**src/logic/run_ctl_pkg.sv**
```systemverilog
/*
 Constants and carrier types for the three-wire run/stop and direction
 command logic. Assumes one sampling clock and terminal levels already
 debounced and synchronous to it.
*/
package run_ctl_pkg;
   localparam int MODE_W = 4;
   localparam logic [MODE_W-1:0] MODE_THREE_WIRE = 4'h2;
   localparam logic RUN_RESET = 1'b0;
   localparam logic DIR_RESET = 1'b0;

   // Run state, Gray along idle -> run
   typedef enum logic [0:0] {
      ST_STOP = 1'b0,
      ST_RUN = 1'b1
   } run_state_t;

   // Sampled terminal levels
   typedef struct packed {
      logic stop_enable;
      logic run_trigger_input;
      logic direction_select_input;
   } term_t;

   // Commands towards the drive
   typedef struct packed {
      logic run;
      logic reverse;
      logic start_pulse;
      logic stop_pulse;
   } cmd_t;
endpackage

```
**src/logic/edge_track.sv**
```systemverilog
/*
 Holds the previous sample of one terminal and flags its edges.
 Assumes the input is synchronous to core_clk.
*/
`timescale 1ns/1ps
module edge_track
   import run_ctl_pkg::*;
(
   // Clock and reset
   input wire logic core_clk,
   input wire logic rst,
   // Level in, edges out
   input wire logic level,
   output logic rise,
   output logic change
);
   typedef struct packed {
      logic prev;
   } edge_state_t;

   edge_state_t state;
   edge_state_t next_state;

   always_comb begin
      next_state = state;
      next_state.prev = level;
   end

   always_ff @(posedge core_clk or posedge rst) begin
      if (rst) begin
         state <= '0;
      end else begin
         state <= next_state;
      end
   end

   // Low at reset, so an input already closed at reset is seen as a rising edge
   assign rise = level & ~state.prev;
   assign change = level ^ state.prev;
endmodule

```
**src/logic/three_wire_run_control.sv**
```systemverilog
/*
 Three-wire run control: enable, run trigger and direction terminals
 give run/stop and direction commands to the drive.
 Assumes terminals are debounced and synchronous to core_clk, and the
 mode setting is held steady by the parameter logic outside.
*/
`timescale 1ns/1ps
module three_wire_run_control
   import run_ctl_pkg::*;
(
   // Clock and reset
   input wire logic core_clk,
   input wire logic rst,
   // Mode setting
   input wire logic [MODE_W-1:0] term_mode,
   // Terminals
   input wire logic stop_enable,
   input wire logic run_trigger_input,
   input wire logic direction_select_input,
   // Drive commands
   output logic run_cmd,
   output logic reverse_cmd,
   output logic start_pulse,
   output logic stop_pulse
);
   // ===============================================================
   // State
   typedef struct packed {
      run_state_t st;
      cmd_t cmd;
   } ctl_state_t;

   ctl_state_t state;
   ctl_state_t next_state;
   term_t term;
   logic trig_rise;
   logic dir_change;
   logic mode_on;

   assign term = '{stop_enable, run_trigger_input, direction_select_input};

   // ===============================================================
   // Edge detection
   edge_track u_trig (
      .core_clk(core_clk),
      .rst(rst),
      .level(term.run_trigger_input),
      .rise(trig_rise),
      .change()
   );

   edge_track u_dir (
      .core_clk(core_clk),
      .rst(rst),
      .level(term.direction_select_input),
      .rise(),
      .change(dir_change)
   );

   assign mode_on = (term_mode == MODE_THREE_WIRE);

   // ===============================================================
   // Next state
   always_comb begin
      next_state = state;
      next_state.cmd.start_pulse = 1'b0;
      next_state.cmd.stop_pulse = 1'b0;
      case (state.st)
         ST_STOP: begin
            // Edge with enable open is dropped, not remembered
            if (mode_on && term.stop_enable && trig_rise) begin
               next_state.st = ST_RUN;
               next_state.cmd.run = 1'b1;
               next_state.cmd.reverse = term.direction_select_input;
               next_state.cmd.start_pulse = 1'b1;
            end
         end
         ST_RUN: begin
            if (!mode_on || !term.stop_enable) begin
               next_state.st = ST_STOP;
               next_state.cmd.run = 1'b0;
               next_state.cmd.stop_pulse = 1'b1;
            end else if (dir_change) begin
               next_state.cmd.reverse = ~state.cmd.reverse;
            end
         end
         default: begin
            next_state.st = ST_STOP;
            next_state.cmd.run = 1'b0;
         end
      endcase
   end

   always_ff @(posedge core_clk or posedge rst) begin
      if (rst) begin
         state.st <= ST_STOP;
         state.cmd.run <= RUN_RESET;
         state.cmd.reverse <= DIR_RESET;
         state.cmd.start_pulse <= 1'b0;
         state.cmd.stop_pulse <= 1'b0;
      end else begin
         state <= next_state;
      end
   end

   assign run_cmd = state.cmd.run;
   assign reverse_cmd = state.cmd.reverse;
   assign start_pulse = state.cmd.start_pulse;
   assign stop_pulse = state.cmd.stop_pulse;

   // ===============================================================
   // Checks
   mode_gate_a: assert property (@(posedge core_clk) disable iff (rst)
      (term_mode != MODE_THREE_WIRE) |=> !run_cmd)
      else $error("run while mode not three-wire");

   enable_gate_a: assert property (@(posedge core_clk) disable iff (rst)
      $rose(run_cmd) |-> $past(stop_enable))
      else $error("run started with enable open");

   edge_start_a: assert property (@(posedge core_clk) disable iff (rst)
      (mode_on && stop_enable && trig_rise && !run_cmd) |=>
      (run_cmd && start_pulse))
      else $error("trigger edge did not start run");

   start_dir_a: assert property (@(posedge core_clk) disable iff (rst)
      $rose(run_cmd) |-> (reverse_cmd == $past(direction_select_input)))
      else $error("start direction wrong");

   open_stop_a: assert property (@(posedge core_clk) disable iff (rst)
      (run_cmd && !stop_enable) |=> (!run_cmd && stop_pulse))
      else $error("enable open did not stop");

   dir_flip_a: assert property (@(posedge core_clk) disable iff (rst)
      (run_cmd && mode_on && stop_enable && dir_change) |=>
      (reverse_cmd != $past(reverse_cmd)))
      else $error("direction change not followed");

   // One cycle only: enable may close with a fresh edge right after
   open_ignore_a: assert property (@(posedge core_clk) disable iff (rst)
      (!run_cmd && !stop_enable) |=>
      !run_cmd)
      else $error("run started with enable open");

   // ===============================================================
   // Pulse and hold checks
   start_once_a: assert property (@(posedge core_clk) disable iff (rst)
      start_pulse |=>
      !start_pulse)
      else $error("start pulse longer than one cycle");

   stop_once_a: assert property (@(posedge core_clk) disable iff (rst)
      stop_pulse |=>
      !stop_pulse)
      else $error("stop pulse longer than one cycle");

   start_mark_a: assert property (@(posedge core_clk) disable iff (rst)
      start_pulse |->
      (run_cmd && !$past(run_cmd)))
      else $error("start pulse without run start");

   stop_mark_a: assert property (@(posedge core_clk) disable iff (rst)
      stop_pulse |->
      (!run_cmd && $past(run_cmd)))
      else $error("stop pulse without run end");

   rise_pulse_a: assert property (@(posedge core_clk) disable iff (rst)
      $rose(run_cmd) |->
      start_pulse)
      else $error("run start without start pulse");

   fall_pulse_a: assert property (@(posedge core_clk) disable iff (rst)
      $fell(run_cmd) |->
      stop_pulse)
      else $error("run end without stop pulse");

   // Direction is taken at start and follows changes while running, never while stopped
   idle_dir_a: assert property (@(posedge core_clk) disable iff (rst)
      (!run_cmd && !$past(run_cmd)) |->
      $stable(reverse_cmd))
      else $error("direction moved while stopped");

   run_hold_a: assert property (@(posedge core_clk) disable iff (rst)
      (run_cmd && mode_on && stop_enable && !dir_change) |=>
      (run_cmd && $stable(reverse_cmd) && !start_pulse))
      else $error("run or direction moved without cause");

   // Stop wins over a direction change in the same cycle
   stop_first_a: assert property (@(posedge core_clk) disable iff (rst)
      (run_cmd && !stop_enable && dir_change) |=>
      (!run_cmd && $stable(reverse_cmd)))
      else $error("direction flipped on stop");

   mode_stop_a: assert property (@(posedge core_clk) disable iff (rst)
      (run_cmd && !mode_on) |=>
      (!run_cmd && stop_pulse))
      else $error("leaving mode did not stop");

   level_no_start_a: assert property (@(posedge core_clk) disable iff (rst)
      (!run_cmd && !trig_rise) |=>
      !run_cmd)
      else $error("run started on trigger level");

   pulse_excl_a: assert property (@(posedge core_clk) disable iff (rst)
      !(start_pulse && stop_pulse))
      else $error("start and stop pulse together");

   enable_keep_a: assert property (@(posedge core_clk) disable iff (rst)
      (run_cmd && mode_on && stop_enable) |=>
      run_cmd)
      else $error("run dropped with enable closed");

   stop_keep_dir_a: assert property (@(posedge core_clk) disable iff (rst)
      $fell(run_cmd) |->
      $stable(reverse_cmd))
      else $error("direction lost at stop");

   trig_run_a: assert property (@(posedge core_clk) disable iff (rst)
      (run_cmd && trig_rise) |=>
      !start_pulse)
      else $error("trigger edge restarted a running drive");

   open_no_pulse_a: assert property (@(posedge core_clk) disable iff (rst)
      (!run_cmd && !stop_enable) |=>
      !start_pulse)
      else $error("start pulse with enable open");

   mode_no_pulse_a: assert property (@(posedge core_clk) disable iff (rst)
      (!run_cmd && !mode_on) |=>
      !start_pulse)
      else $error("start pulse outside three-wire mode");

   idle_no_stop_a: assert property (@(posedge core_clk) disable iff (rst)
      !run_cmd |=>
      !stop_pulse)
      else $error("stop pulse while already stopped");
endmodule
```
**config.mk**
```make
export PLATFORM = sky130hd
export DESIGN_NAME = three_wire_run_control
export DESIGN_NICKNAME = d
export VERILOG_FILES = /design/src/logic/run_ctl_pkg.sv /design/src/logic/edge_track.sv /design/src/logic/three_wire_run_control.sv
export SDC_FILE = /design/constraint.sdc
export NUM_CORES = 1
export LEC_CHECK = 0
export BUFFER_PORTS_ARGS = -buffer_cell sky130_fd_sc_hd__buf_2
export CORE_AREA = 2 2 39 41
export CTS_CLUSTER_SIZE = 24
export DETAILED_ROUTE_END_ITERATION = 16
export DIE_AREA = 0 0 41 43
export PLACE_DENSITY_LB_ADDON = 0.1
export SYNTH_ARGS = -nofsm -noshare
export SYNTH_HDL_FRONTEND = slang
export SYNTH_SLANG_ARGS = --single-unit
```
**constraint.sdc**
```tcl
create_clock -name core_clk -period 1.49 [get_ports core_clk]
set_clock_uncertainty 0.15 [all_clocks]
set_input_delay 0.298 -clock core_clk [delete_from_list [all_inputs] [get_ports core_clk]]
set_output_delay 0.298 -clock core_clk [all_outputs]
set_load 0.005 [all_outputs]
```
* Word level (Yosys, flattened, before mapping)
Index checks and enable logic that the tools add are counted.
** Storage, ports and cells
- Word-level logic and storage cells :: 32
- Input bits :: 9
- Flip-flop bits (word level) :: 7
- Output and inout bits :: 4
** Cells by class
- Bitwise operators :: 5
- Reduce and logical (&&, ||, !) cells :: 7
- Mux-type cells :: 8
- Eq/ne operators :: 5
** Operators by type and width (count)
- $pmux 3 s2 :: 1
- $mux 1 :: 5
- $eq 4x2->1 const B :: 1
- $mux 4 :: 1
- $ne 2x1->1 const B :: 2
- $ne 2x2->1 const B :: 2
- $not 1->1 :: 3
- $reduce_and 3->1 :: 1
- $logic_and 1x1->1 :: 2
- $logic_not 1->1 :: 2
- $mux 2 :: 1
- $reduce_and 2->1 :: 1
- $and 1x1->1 :: 1
- $logic_or 1x1->1 :: 1
- $xor 1x1->1 :: 1

* Logic depth before layout (Yosys ltp)
- Word-level depth :: 5
- Gate-level depth with buffers :: 4
- Depth with buffers taken out :: 4

* Hierarchy
Synthesis repeated with hierarchy kept, for this count alone.
** Unflattened totals
- Cell total of the unflattened synthesis :: 32
- Area, all modules :: 332.8 µm²
** Modules (own cells, without submodules)
- three_wire_run_control :: cells each 22, times used 1, sequential area each 125.1 µm², area each 235.2 µm²
- edge_track :: cells each 5, times used 2, sequential area each 25.0 µm², area each 48.8 µm²

* Worst setup path after synthesis
Ideal clock, no wire load.
- Path kind :: input to register
- From :: input term_mode[0]
- To :: register state (netlist bit reverse_cmd)
- Library setup time :: 0.128 ns
- Data required time :: 1.212 ns
- Setup slack :: 0.345 ns
- Arrival time :: 0.867 ns
- Buffers on the path :: 0
- Cell stages on the path :: 3
- Cell sequence :: nor4_4 a21bo_1 nand3_1
** On the way
- Word-level cells in the longest chain between the ends :: 5
** Ends and longest elaborated chain
- start, declared :: line three_wire_run_control.sv:15 : input wire logic [MODE_W-1:0] term_mode,
- $eq 4x2->1 * :: line three_wire_run_control.sv:60 : assign mode_on = (term_mode == MODE_THREE_WIRE);
- $logic_not 1->1 / $logic_and 1x1->1 (equally long branches) :: line three_wire_run_control.sv:79, three_wire_run_control.sv:71
- $logic_or 1x1->1 / $logic_and 1x1->1 (equally long branches) :: line three_wire_run_control.sv:79, three_wire_run_control.sv:71
- $ne 2x2->1 (no source line)
- $reduce_and 3->1 (no source line) *
- end signal, assigned :: line three_wire_run_control.sv:102 : state <= next_state;
- end, declared :: line three_wire_run_control.sv:33 : ctl_state_t state;
Every way passes the cells marked *; elsewhere a longest branch is shown, timed or not.
A chain may end at the register's enable or synchronous reset.

* Worst setup path in the final report
- From :: register state (netlist bit reverse_cmd)
- To :: output reverse_cmd
** RTL lines
- end, declared :: line three_wire_run_control.sv:22 : output logic reverse_cmd,
No word-level cell between the ends.

==> metrics <==
maxcap violations=0; Yosys reg bits=7; Setup CP Type=reg2out; cell family with most CP delay=flip-flops; First-pass DRT Iterations=1; drt drc=0; Pleak=just over 0.2 nW; area share of the largest cell type after synthesis=0.576; top cells by area, synth=dfrtp_1, nor4_4, nand2_1; CP startpoint kind=register; CTS tree=done; Max Slew Vio Count=0; Synth warnings=0; Synth area leader=dfrtp_1; Worst EP arrival=0.79 ns; Syn Std Cell Area=a little over 300 µm²; Initial Utilization=0.220; Diodes inserted=0; first-pass GRT wire length=around 900 µm; Final ANT Viol Nets=0; Synth cell types=15; CTS Buf Count=3; Tcrit/Tclk final=0.833; GRT met1 Usage=0.0822; Layout Nets=between 50 and 60; area of the core=around 1400 µm²; P&R area growth vs syn=38.3%; R2R Setup Slk=roughly 0.30 ns; Root Driver=clkbuf_4; number of buffers added for setup after CTS=0; Avg Inst Size Synth=11.3 µm²; Worst-Margin Slew=~0.40 ns; die footprint=1760 µm²; crit path max fanout=5; clock sink total=7; endpoints failing setup=0; Critical Path Sink Type=output pin; worst-case clock buffer depth=2; maximum VDD drop=around 0.47 mV; Cell Chain, Critical Path=buf_2; Mapped Nets=36; Req. time, crit path=roughly 1.0 ns; area occupied by registers=175 µm²; met3 Use GR=0.0785; Final TNS setup=0 ns; routing usage on met2=0.116; H-tree Lvls=1; PwrDens=986 nW/µm²; sequential share of power=0.491; most frequent cells in the layout=buf_2, dfrtp_1, nand2_1, nor2_1, clkbuf_4; largest net degree at the start of global routing=8; Psw=0.0913 mW; clk_lat worst skew=roughly 0.25 ns; GRT overflow=0; share of power burned in combinational logic=0.105; hold crit path type=in2reg; final WL=between 500 and 600 µm; switch share=0.220; GR peak layer=met2; Max Freq=0.806 GHz; row cnt=14; gpl congestion=between 0.6 and 0.7; number of hold violations in the final report=0; RSZ-0062 raised after global routing=no; Int Power=0.323 mW; clock share of power=0.404; Worst slew margin=0.733; vias per cell=4.12; slowest stage delay, CP=about 0.4 ns; post-cts hold buffer count=1; post-route core utilization=0.304; initial DRC count=0; post-synthesis cell count=27; Seq/Total Area, Yosys=0.576; Slowest cell on crit path=dfrtp_1; I/O pin count=13; Final Critical Period=1.24 ns; multi-input logic area=approximately 120 µm²; status=complete, no violations; chip height=approximately 43 µm; share of cells above drive strength 1=0.364; Bufs and invs on worst path=1; Fill cells=155; Die W=41 µm; commonest non-fill, non-tap cell in the layout=buf_2; Routed WL per cell=9.17 µm; Via Count=247; initial antenna violation count=0; post-cts repair resize count=0; port bufs=12; Total GRT Usage=0.0809; vias in the first global route=around 240; CTS clk-pin slew, worst paths=about 0.050 ns
## Yosys cell counts, drive strengths merged
cell	count
nor2b	1
nor2	3
a21bo	1
o21a	1
nand3	1
nor4	1
dfrtp	7
inv	2
o21ai	2
nor3b	1
nor3	1
a32oi	1
xnor2	1
a41oi	1
nand2	3
## layer usage
metal	vias up	routed length (µm)
met5	-	0
met4	0	0
met3	0	59
met2	10	267
met1	108	223
li1	129	-
## power by group through the flow
stage	sequential (mW)	combinational, mW	clock, mW
floorplan	0.207	0.0186	0
global placement	0.207	0.0415	0
detailed placement	0.207	0.0423	0
CTS	0.204	0.0447	0.175
global route	0.205	0.0483	0.184
finish	0.204	0.0435	0.167
## cells by family (layout without fill, tap and decap cells)
group / count (synthesis) / in the layout / share of synthesized area
buffers and inverters: 2 / 19 / 0.0247
DFF: 7 / 7 / 0.576
xor gates and xnor gates: 1 / 1 / 0.0288
AOI/OAI and AO/OA: 6 / 6 / 0.148
and+or+nand+nor: 11 / 11 / 0.222
## worst register-to-register path, cell delays in order, from the launching register on
cell and delay [ns]:
dfrtp_1 0.35, nor2b_1 0.23, nor3b_1 0.08, a41oi_1 0.16, nand3_1 0.10
## registers in the layout, indices dropped and copies added (netlist names)
signal / cells
stop_pulse: 1
start_pulse: 1
u_trig.state: 1
u_dir.state: 1
state: 1
reverse_cmd: 1
run_cmd: 1
## final timing paths
kind,startpoint,endpoint,cells past startpoint
worst max-delay path,reverse_cmd,reverse_cmd,1
worst min-delay path,run_trigger_input,u_trig.state,1
worst max register to register,u_trig.state,reverse_cmd,4
worst min register to register,run_cmd,run_cmd,2
max in group asynchronous,rst,reverse_cmd,3
min in group asynchronous,rst,start_pulse,3
## final cells by class
class,instances,area share
well taps,16,0.0476
clock buffers,4,0.0625
repair buffers,13,0.167
multi-input cells,18,0.289
flip-flops and latches,7,0.417
inverters,2,0.0179
## through the flow
step	worst slack, ns	instance area [µm²]	std cells	hold WS [ns]	total power [mW]
floorplan	0.345	304	27	-0.0486	0.226
global route	0.180	420	60	0.0113	0.438
global placement	0.138	384	55	0.0886	0.248
finish	0.249	420	60	0.0237	0.414
CTS	0.236	420	60	0.0141	0.424
detailed placement	0.116	384	55	0.0907	0.249
No activity file was read; power rests on OpenSTA's default activity.
